`config.mk`:
```
export PLATFORM = sky130hd
export DESIGN_NAME = cpurf_top
export DESIGN_NICKNAME = d
export VERILOG_FILES = /design/src/verilog/cpurf_top.v /design/src/verilog/cpurf_word_reg.v
export VERILOG_INCLUDE_DIRS = /design/src /design/src/shared
export SDC_FILE = /design/constraint.sdc
export NUM_CORES = 1
export LEC_CHECK = 0
export ABC_AREA = 0
export BUFFER_PORTS_ARGS = -buffer_cell sky130_fd_sc_hd__buf_4
export CORE_MARGIN = 1
export CORE_UTILIZATION = 52
export CTS_CLUSTER_SIZE = 14
export DETAILED_ROUTE_END_ITERATION = 6
export GPL_TIMING_DRIVEN = 0
export PLACE_DENSITY = 0.76
export SLEW_MARGIN = 5
export SYNTH_ARGS = -nofsm -noshare
export SYNTH_HDL_FRONTEND = slang
export SYNTH_HIERARCHICAL = 1
export SYNTH_SLANG_ARGS = --single-unit
```
`constraint.sdc`:
```
create_clock -name I_CORE_CLK -period 3.57 [get_ports I_CORE_CLK]
set_input_delay 0 -clock I_CORE_CLK [delete_from_list [all_inputs] [get_ports I_CORE_CLK]]
set_output_delay 0 -clock I_CORE_CLK [all_outputs]
set_load 0.005 [all_outputs]
```
`src/shared/cpurf_map.vh`:
```
// constants of the cpu register set
`ifndef CPURF_MAP_VH
`define CPURF_MAP_VH
`define CPURF_IDX_DW0 4'h0
`define CPURF_IDX_DW1 4'h1
`define CPURF_IDX_DW2 4'h2
`define CPURF_IDX_DW3 4'h3
`define CPURF_IDX_AW0 4'h4
`define CPURF_IDX_AW1 4'h5
`define CPURF_IDX_FB 4'h6
`define CPURF_IDX_SB 4'h7
`define CPURF_IDX_USP 4'h8
`define CPURF_IDX_ISP 4'h9
`define CPURF_IDX_SP 4'ha
`define CPURF_IDX_FLG 4'hb
`define CPURF_IDX_VTB_LO 4'hc
`define CPURF_IDX_VTB_HI 4'hd
`define CPURF_IDX_PC_LO 4'he
`define CPURF_IDX_PC_HI 4'hf
`define CPURF_LIDX_DL_A 2'h0
`define CPURF_LIDX_DL_B 2'h1
`define CPURF_LIDX_AL 2'h2
`define CPURF_FLG_C 0
`define CPURF_FLG_D 1
`define CPURF_FLG_Z 2
`define CPURF_FLG_S 3
`define CPURF_FLG_B 4
`define CPURF_FLG_O 5
`define CPURF_FLG_U 7
`define CPURF_FLG_RST 11'h000
`define CPURF_WORD_RST 16'h0000
`define CPURF_ADDR_RST 20'h00000
`define CPURF_HI_NIB 4'h0
`endif

```
`src/verilog/cpurf_top.v`:
```
// cpu register set: data, address, base, pc, stack and flag registers
// Operation
// - four 16-bit data words, all four byte-splittable
// - third/first and fourth/second pair as 32-bit
// - two 16-bit address words, pairable to 32
// - 16-bit frame base for relative addressing
// - 20-bit vector table base register
// - 20-bit program counter, next instruction address
// - user/interrupt stack pointers, stack flag selects
// - 16-bit static base for relative addressing
// - 11-bit processor state word
// - carry flag takes alu carry/borrow/shift-out
// - zero flag set on zero result
// - sign flag set on negative result
// - bank flag picks register bank 0/1
// - overflow flag set on overflow
//
// Chosen here: strobed register access and the register offsets.
`timescale 1ns/1ps
`include "cpurf_map.vh"
module cpurf_top #(
	parameter DW = 16,
	parameter AW = 20,
	parameter FW = 11
) (
	input  wire          I_CORE_CLK,
	input  wire          I_SYS_RST,
	input  wire [3:0]    I_WR_IDX,
	input  wire [DW-1:0] I_WR_DATA,
	input  wire          I_WR_HI,
	input  wire          I_WR_LO,
	input  wire [1:0]    I_LWR_IDX,
	input  wire [31:0]   I_LWR_DATA,
	input  wire          I_LWR_EN,
	input  wire [3:0]    I_RD_IDX,
	input  wire          I_RD_EN,
	input  wire [1:0]    I_LRD_IDX,
	input  wire          I_LRD_EN,
	input  wire          I_PC_LOAD,
	input  wire [AW-1:0] I_PC_DATA,
	input  wire          I_PC_INC,
	input  wire [2:0]    I_PC_STEP,
	input  wire          I_VTB_LOAD,
	input  wire [AW-1:0] I_VTB_DATA,
	input  wire          I_ALU_UPD,
	input  wire [DW-1:0] I_ALU_RESULT,
	input  wire          I_ALU_BYTE,
	input  wire          I_ALU_CARRY,
	input  wire          I_ALU_OVF,
	input  wire          I_UPD_C,
	input  wire          I_UPD_ZS,
	input  wire          I_UPD_O,
	output reg  [DW-1:0] O_RD_DATA,
	output reg  [31:0]   O_LRD_DATA,
	output reg  [AW-1:0] O_PC,
	output reg  [AW-1:0] O_VTB,
	output reg  [DW-1:0] O_SP,
	output reg  [DW-1:0] O_FB,
	output reg  [DW-1:0] O_SB,
	output reg  [FW-1:0] O_FLG,
	output reg           O_BANK
);
	// two banks of data and address words, plus fb
	wire [DW-1:0] bank_q [0:13];
	reg  [13:0]   we_hi;
	reg  [13:0]   we_lo;
	reg  [DW-1:0] wd [0:13];
	wire [DW-1:0] sb_q;
	wire [DW-1:0] usp_q;
	wire [DW-1:0] isp_q;
	wire          sb_sel;
	wire          usp_sel;
	wire          isp_sel;
	reg  [AW-1:0] pc_q;
	reg  [AW-1:0] vtb_q;
	reg  [FW-1:0] flg_q;
	reg  [FW-1:0] flg_d;
	reg  [DW-1:0] rd_d;
	reg  [31:0]   lrd_d;
	wire          bank;
	wire [3:0]    boff;
	wire [DW-1:0] sp_act;
	wire          res_zero;
	wire          res_neg;
	integer       k;

	assign bank = flg_q[`CPURF_FLG_B];
	// wide enough for bank 1 slots up to index 13
	assign boff = bank ? 4'h7 : 4'h0;
	assign sp_act = flg_q[`CPURF_FLG_U] ? usp_q : isp_q;
	assign res_zero = I_ALU_BYTE ? (I_ALU_RESULT[7:0] == 8'h00) : (I_ALU_RESULT == 16'h0000);
	assign res_neg = I_ALU_BYTE ? I_ALU_RESULT[7] : I_ALU_RESULT[DW-1];

	genvar g;
	generate
		for (g = 0; g < 14; g = g + 1) begin : g_word
			cpurf_word_reg #(
				.W(DW)
			) u_word (
				.i_clk   (I_CORE_CLK),
				.i_rst   (I_SYS_RST),
				.i_we_hi (we_hi[g]),
				.i_we_lo (we_lo[g]),
				.i_d     (wd[g]),
				.o_q     (bank_q[g])
			);
		end
	endgenerate

	assign sb_sel = (I_WR_IDX == `CPURF_IDX_SB);
	cpurf_word_reg #(
		.W(DW)
	) u_sb (
		.i_clk   (I_CORE_CLK),
		.i_rst   (I_SYS_RST),
		.i_we_hi (sb_sel & I_WR_HI),
		.i_we_lo (sb_sel & I_WR_LO),
		.i_d     (I_WR_DATA),
		.o_q     (sb_q)
	);

	// active pointer writes follow stack flag
	assign usp_sel = (I_WR_IDX == `CPURF_IDX_USP) || (I_WR_IDX == `CPURF_IDX_SP && flg_q[`CPURF_FLG_U]);
	assign isp_sel = (I_WR_IDX == `CPURF_IDX_ISP) || (I_WR_IDX == `CPURF_IDX_SP && !flg_q[`CPURF_FLG_U]);
	cpurf_word_reg #(
		.W(DW)
	) u_usp (
		.i_clk   (I_CORE_CLK),
		.i_rst   (I_SYS_RST),
		.i_we_hi (usp_sel & I_WR_HI),
		.i_we_lo (usp_sel & I_WR_LO),
		.i_d     (I_WR_DATA),
		.o_q     (usp_q)
	);
	cpurf_word_reg #(
		.W(DW)
	) u_isp (
		.i_clk   (I_CORE_CLK),
		.i_rst   (I_SYS_RST),
		.i_we_hi (isp_sel & I_WR_HI),
		.i_we_lo (isp_sel & I_WR_LO),
		.i_d     (I_WR_DATA),
		.o_q     (isp_q)
	);

	// write decode for banked words
	always @* begin
		for (k = 0; k < 14; k = k + 1) begin
			we_hi[k] = 1'b0;
			we_lo[k] = 1'b0;
			wd[k] = I_WR_DATA;
		end
		if (I_WR_IDX <= `CPURF_IDX_FB) begin
			we_hi[boff + I_WR_IDX[2:0]] = I_WR_HI;
			we_lo[boff + I_WR_IDX[2:0]] = I_WR_LO;
		end
		if (I_LWR_EN && I_LWR_IDX == `CPURF_LIDX_DL_A) begin
			we_hi[boff] = 1'b1;
			we_lo[boff] = 1'b1;
			wd[boff] = I_LWR_DATA[15:0];
			we_hi[boff + 3'd2] = 1'b1;
			we_lo[boff + 3'd2] = 1'b1;
			wd[boff + 3'd2] = I_LWR_DATA[31:16];
		end
		if (I_LWR_EN && I_LWR_IDX == `CPURF_LIDX_DL_B) begin
			we_hi[boff + 3'd1] = 1'b1;
			we_lo[boff + 3'd1] = 1'b1;
			wd[boff + 3'd1] = I_LWR_DATA[15:0];
			we_hi[boff + 3'd3] = 1'b1;
			we_lo[boff + 3'd3] = 1'b1;
			wd[boff + 3'd3] = I_LWR_DATA[31:16];
		end
		if (I_LWR_EN && I_LWR_IDX == `CPURF_LIDX_AL) begin
			we_hi[boff + 3'd4] = 1'b1;
			we_lo[boff + 3'd4] = 1'b1;
			wd[boff + 3'd4] = I_LWR_DATA[15:0];
			we_hi[boff + 3'd5] = 1'b1;
			we_lo[boff + 3'd5] = 1'b1;
			wd[boff + 3'd5] = I_LWR_DATA[31:16];
		end
	end

	// flag update from alu and direct writes
	always @* begin
		flg_d = flg_q;
		if (I_WR_IDX == `CPURF_IDX_FLG) begin
			if (I_WR_LO) begin
				flg_d[7:0] = I_WR_DATA[7:0];
			end
			if (I_WR_HI) begin
				flg_d[FW-1:8] = I_WR_DATA[FW-1:8];
			end
		end
		if (I_ALU_UPD) begin
			if (I_UPD_C) begin
				flg_d[`CPURF_FLG_C] = I_ALU_CARRY;
			end
			if (I_UPD_ZS) begin
				flg_d[`CPURF_FLG_Z] = res_zero;
				flg_d[`CPURF_FLG_S] = res_neg;
			end
			if (I_UPD_O) begin
				flg_d[`CPURF_FLG_O] = I_ALU_OVF;
			end
		end
	end

	always @(posedge I_CORE_CLK) begin
		if (I_SYS_RST) begin
			flg_q <= `CPURF_FLG_RST;
			pc_q <= `CPURF_ADDR_RST;
			vtb_q <= `CPURF_ADDR_RST;
		end else begin
			flg_q <= flg_d;
			if (I_VTB_LOAD) begin
				vtb_q <= I_VTB_DATA;
			end else if (I_WR_IDX == `CPURF_IDX_VTB_LO && I_WR_HI && I_WR_LO) begin
				vtb_q[15:0] <= I_WR_DATA;
			end else if (I_WR_IDX == `CPURF_IDX_VTB_HI && I_WR_LO) begin
				vtb_q[AW-1:16] <= I_WR_DATA[3:0];
			end
			if (I_PC_LOAD) begin
				pc_q <= I_PC_DATA;
			end else if (I_PC_INC) begin
				pc_q <= pc_q + {17'h00000, I_PC_STEP};
			end
		end
	end

	// read mux
	always @* begin
		rd_d = O_RD_DATA;
		if (I_RD_EN) begin
			case (I_RD_IDX)
				`CPURF_IDX_SB:     rd_d = sb_q;
				`CPURF_IDX_USP:    rd_d = usp_q;
				`CPURF_IDX_ISP:    rd_d = isp_q;
				`CPURF_IDX_SP:     rd_d = sp_act;
				`CPURF_IDX_FLG:    rd_d = {5'h00, flg_q};
				`CPURF_IDX_VTB_LO: rd_d = vtb_q[15:0];
				`CPURF_IDX_VTB_HI: rd_d = {12'h000, vtb_q[AW-1:16]};
				`CPURF_IDX_PC_LO:  rd_d = pc_q[15:0];
				`CPURF_IDX_PC_HI:  rd_d = {12'h000, pc_q[AW-1:16]};
				default:           rd_d = bank_q[boff + I_RD_IDX[2:0]];
			endcase
		end
		lrd_d = O_LRD_DATA;
		if (I_LRD_EN) begin
			case (I_LRD_IDX)
				`CPURF_LIDX_DL_A: lrd_d = {bank_q[boff + 3'd2], bank_q[boff]};
				`CPURF_LIDX_DL_B: lrd_d = {bank_q[boff + 3'd3], bank_q[boff + 3'd1]};
				`CPURF_LIDX_AL:   lrd_d = {bank_q[boff + 3'd5], bank_q[boff + 3'd4]};
				default:          lrd_d = 32'h00000000;
			endcase
		end
	end

	// registered outputs
	always @(posedge I_CORE_CLK) begin
		if (I_SYS_RST) begin
			O_RD_DATA <= `CPURF_WORD_RST;
			O_LRD_DATA <= 32'h00000000;
			O_PC <= `CPURF_ADDR_RST;
			O_VTB <= `CPURF_ADDR_RST;
			O_SP <= `CPURF_WORD_RST;
			O_FB <= `CPURF_WORD_RST;
			O_SB <= `CPURF_WORD_RST;
			O_FLG <= `CPURF_FLG_RST;
			O_BANK <= 1'b0;
		end else begin
			O_RD_DATA <= rd_d;
			O_LRD_DATA <= lrd_d;
			O_PC <= pc_q;
			O_VTB <= vtb_q;
			O_SP <= sp_act;
			O_FB <= bank_q[boff + 3'd6];
			O_SB <= sb_q;
			O_FLG <= flg_q;
			O_BANK <= bank;
		end
	end
endmodule

```
`src/verilog/cpurf_word_reg.v`:
```
// one 16-bit register with separate byte-lane writes
`timescale 1ns/1ps
module cpurf_word_reg #(
	parameter W = 16
) (
	input  wire         i_clk,
	input  wire         i_rst,
	input  wire         i_we_hi,
	input  wire         i_we_lo,
	input  wire [W-1:0] i_d,
	output wire [W-1:0] o_q
);
	reg [W-1:0] word_q;
	assign o_q = word_q;
	always @(posedge i_clk) begin
		if (i_rst) begin
			word_q <= {W{1'b0}};
		end else begin
			if (i_we_hi) begin
				word_q[W-1:W/2] <= i_d[W-1:W/2];
			end
			if (i_we_lo) begin
				word_q[W/2-1:0] <= i_d[W/2-1:0];
			end
		end
	end
endmodule

```
==> impl_results.md <==
* Die X-Extent at 217 µm
* Initial drt markers at roughly 3.4k
* RePlAce Congestion at around 1.1
* Fin nets at 3481
* Worst hold path class: in -> reg
* Post-DP Area at between 20000 and 30000 µm²
* Chip height at 217 µm
* Worst Tran Pin Value at ~1.4 ns
* Syn Nets at 2994
* Fill cell count at 3556
* Overflow after GRT at 0
* Die area at 47300 µm²
* Peak supply drop at 0.000509 V
* CTS Sinks at 470
* Post-detail-place hpwl at approximately 85000 µm
* Critical path launch point type: register
* Main synth FF type: dfxtp_1
* Post-route ant nets at 0
* Synth unique cells at 75
* Layout cells sized above 1 at between 15 and 20%
* Syn Inst Count at between 2k and 3k
* DP Cell Count at between 3k and 4k
* Hold Path Depth at 3
* Clock tree root buffer cell: clkbuf_16
* Drt pass-1 iters at 7
* EDFF count, synth at 0
* Vias per inst at between 6 and 7
* Max-cap violations at 0
* CTS Buffer Depth at 3
* Power Total at 12900 µW
* Final worst-path setup slack at -0.0539 ns
* Setup violations, final at 3
* WP data arrival at slightly above 4 ns
* Htree depth at 2
* Register area share after synthesis at 39.0%
* PwrDens at 426 nW/µm²
* Worst slew margin at 1.82%
* Crit path capture type: register
* CTS buffer count at 49
* Clock Latency Late Sink at 0.63 ns
* Kind of critical path: reg -> reg
* Final wirelength at around 110000 µm
* Ports at 284
* Via Count at 24.8k
* Static Leakage at 0.0120 µW
* Setup WS pre-CTS at -0.762 ns
* R2R depth at 9
* Vias in the first global route at 24.3k
* Avg Inst Size Synth at 8.48 µm²
* Port Buffers at approximately 280
* Routed len/inst at approximately 29 µm
* CTS tree: yes
* TNS Setup at -0.0962 ns
* Period minus WS final at 3.62 ns
* Fin. Hold Viols at 0
* Async SR Flop Fraction at 0%
* Fin cells at 3979
* Final slew viol count at 0
* Core box area at between 40000 and 50000 µm²
* Tot GR Track Use at 47.9%
* DRC at 1
* Yosys warnings at 6
* Outcome: finished, violations left
* Area growth, synth to finish at 25.4%
* Yosys reg bits at 470
* Initial Utilization at a little over half
* Crit-path max FO at 10
* Unrepaired setup endpoints after global routing: true
* Post-Syn Area at 24100 µm²
* Crit share post-route at 102%
* Fin area at 30300 µm²
* Largest net degree at the start of global routing at 24
* Maximum clock frequency at 276 MHz
* Failing checks: DRC, setup timing
* Req. time, crit path at roughly 4.0 ns
* First-pass GRT wire length at 163000 µm
* Rows at 78
* Antenna violations before repair at 6
* Clock transition at path regs at approximately 0.070 ns
* Clock Skew at 0.0210 ns
==> per-stage QoR <==
stage / utilization [%] / hold slack, ns
2_1_floorplan: - / 0.139
3_3_place_gp: 59.2 / 0.246
3_5_place_dp: 59.2 / 0.249
4_1_cts: 66.4 / 0.00265
5_1_grt: 66.4 / 0.0747
6_report: 66.4 / 0.0464
==> layout make-up <==
type	count	area [µm²]	area share [%]
Inverter	18	71.3	0.236
Timing Repair Buffer	437	3680	12.2
Multi-Input combinational cell	2109	13200	43.6
Buffer	248	1450	4.78
Tap cell	600	751	2.48
Sequential cell	470	9410	31.1
Antenna cell	8	20.0	0.0661
Clock buffer	66	1420	4.70
Clock inverter	23	264	0.872
==> state kept, by name (all words and copies together), names as in the netlist <==
signal	flops
O_RD_DATA	16
vtb_q	20
pc_q	20
u_sb/o_q	16
O_VTB	20
O_PC	20
flg_q	11
O_LRD_DATA	32
O_SP	16
u_isp/o_q	16
O_FB	16
g_word.u_word/o_q	224
O_FLG	11
u_usp/o_q	16
O_SB	16
==> synthesized netlist by cell type, types with 7 or more instances <==
| cell type | number | area share [%] |
|---|---|---|
| a211oi_1 | 19 | 0.59 |
| and2_1 | 10 | 0.26 |
| nand2_1 | 611 | 9.5 |
| mux4_2 | 49 | 4.6 |
| buf_6 | 57 | 2.7 |
| nand2b_1 | 34 | 0.88 |
| a21oi_1 | 62 | 1.3 |
| buf_2 | 28 | 0.58 |
| a22oi_1 | 8 | 0.25 |
| o2111ai_1 | 28 | 1.0 |
| ha_1 | 9 | 0.47 |
| clkbuf_2 | 18 | 0.37 |
| o22ai_1 | 35 | 0.91 |
| nor4_1 | 16 | 0.41 |
| o21ai_0 | 117 | 2.4 |
| dfxtp_1 | 470 | 39 |
| nor2b_1 | 103 | 2.7 |
| xnor2_1 | 14 | 0.51 |
| nor2_1 | 416 | 6.5 |
| buf_1 | 8 | 0.12 |
| inv_1 | 15 | 0.23 |
| o221ai_1 | 7 | 0.25 |
| nand4_1 | 8 | 0.21 |
| mux2i_1 | 398 | 17 |
| nand3_1 | 38 | 0.79 |
| nor3_1 | 9 | 0.19 |
| a2111oi_0 | 7 | 0.25 |
| clkbuf_1 | 130 | 2.0 |
| o211ai_1 | 9 | 0.28 |
| buf_4 | 8 | 0.25 |
==> cells in the final DEF, fill, tap and decap left out, types with 10 or more instances in the layout <==
cell type,n
clkbuf_1,133
nand2_1,611
o22ai_1,35
dlygate4sd3_1,159
clkbuf_8,11
inv_1,14
nand3_1,38
nand2b_1,34
buf_2,28
clkinv_2,10
a21oi_1,62
clkbuf_2,19
xnor2_1,14
o21ai_0,117
mux2i_1,398
a211oi_1,19
and2_1,10
buf_4,286
nor4_1,16
dfxtp_1,469
nor2_1,416
mux4_2,49
buf_6,57
o2111ai_1,28
nor2b_1,102
clkbuf_16,50
==> where the power goes <==
group / internal (µW) / leakage [µW] / switching, µW
sequential: 5390 / 0.00381 / 159
clock: 3100 / 0.000831 / 2370
combinational: 729 / 0.00740 / 1140
==> worst max-delay path, stage by stage (launching register included) <==
cell and delay (ns):
dfxtp_2 0.49, ha_1 0.24, inv_1 0.06, fa_1 0.70, buf_4 0.37, buf_4 0.32
mux4_2 0.34, mux4_2 0.54, nor2_1 0.26, nor4_1 0.10
==> repair_timing <==
action / CTS / global route
endpoints found under the setup margin: 16 / 7
buffers inserted: 1 / 0
cloned: 0 / 0
hold buffers: 159 / 0
endpoints found under the hold margin: 313 / 0
resized for setup: 3 / 1
==> kinds of logic after synthesis <==
group | Yosys count | share of synthesized area, %
adder cells (fa/ha/maj) | 12 | 0.716
buffers and inverters | 267 | 6.29
AO/OA/AOI/OAI | 343 | 9.28
XOR/XNOR | 20 | 0.788
multiplexers | 451 | 21.3
AND/OR/NAND/NOR | 1283 | 22.7
flip-flops | 470 | 39.0
==> routing by layer <==
metal  GRT usage, %  up-vias  share of wire [%]
met2           76.9     1995                 45
met5              0        -              0.024
met1           53.8    11600                 35
met4           37.0        4                9.0
met3           13.3      574                 11
li1               -    10700                  -
==> worst paths after layout <==
path | slack [ns] | startpoint | to
setup / recovery | -0.05 | flg_q[4]$_SDFFE_PP0P_ | O_RD_DATA[9]$_SDFFE_PP0P_
hold / removal | 0.05 | I_LRD_EN | O_LRD_DATA[3]$_SDFFE_PP0P_
setup reg to reg | -0.05 | flg_q[4]$_SDFFE_PP0P_ | O_RD_DATA[9]$_SDFFE_PP0P_
hold reg to reg | 0.47 | O_LRD_DATA[1]$_SDFFE_PP0P_ | O_LRD_DATA[1]$_SDFFE_PP0P_
No activity file was read; power rests on OpenSTA's default activity.
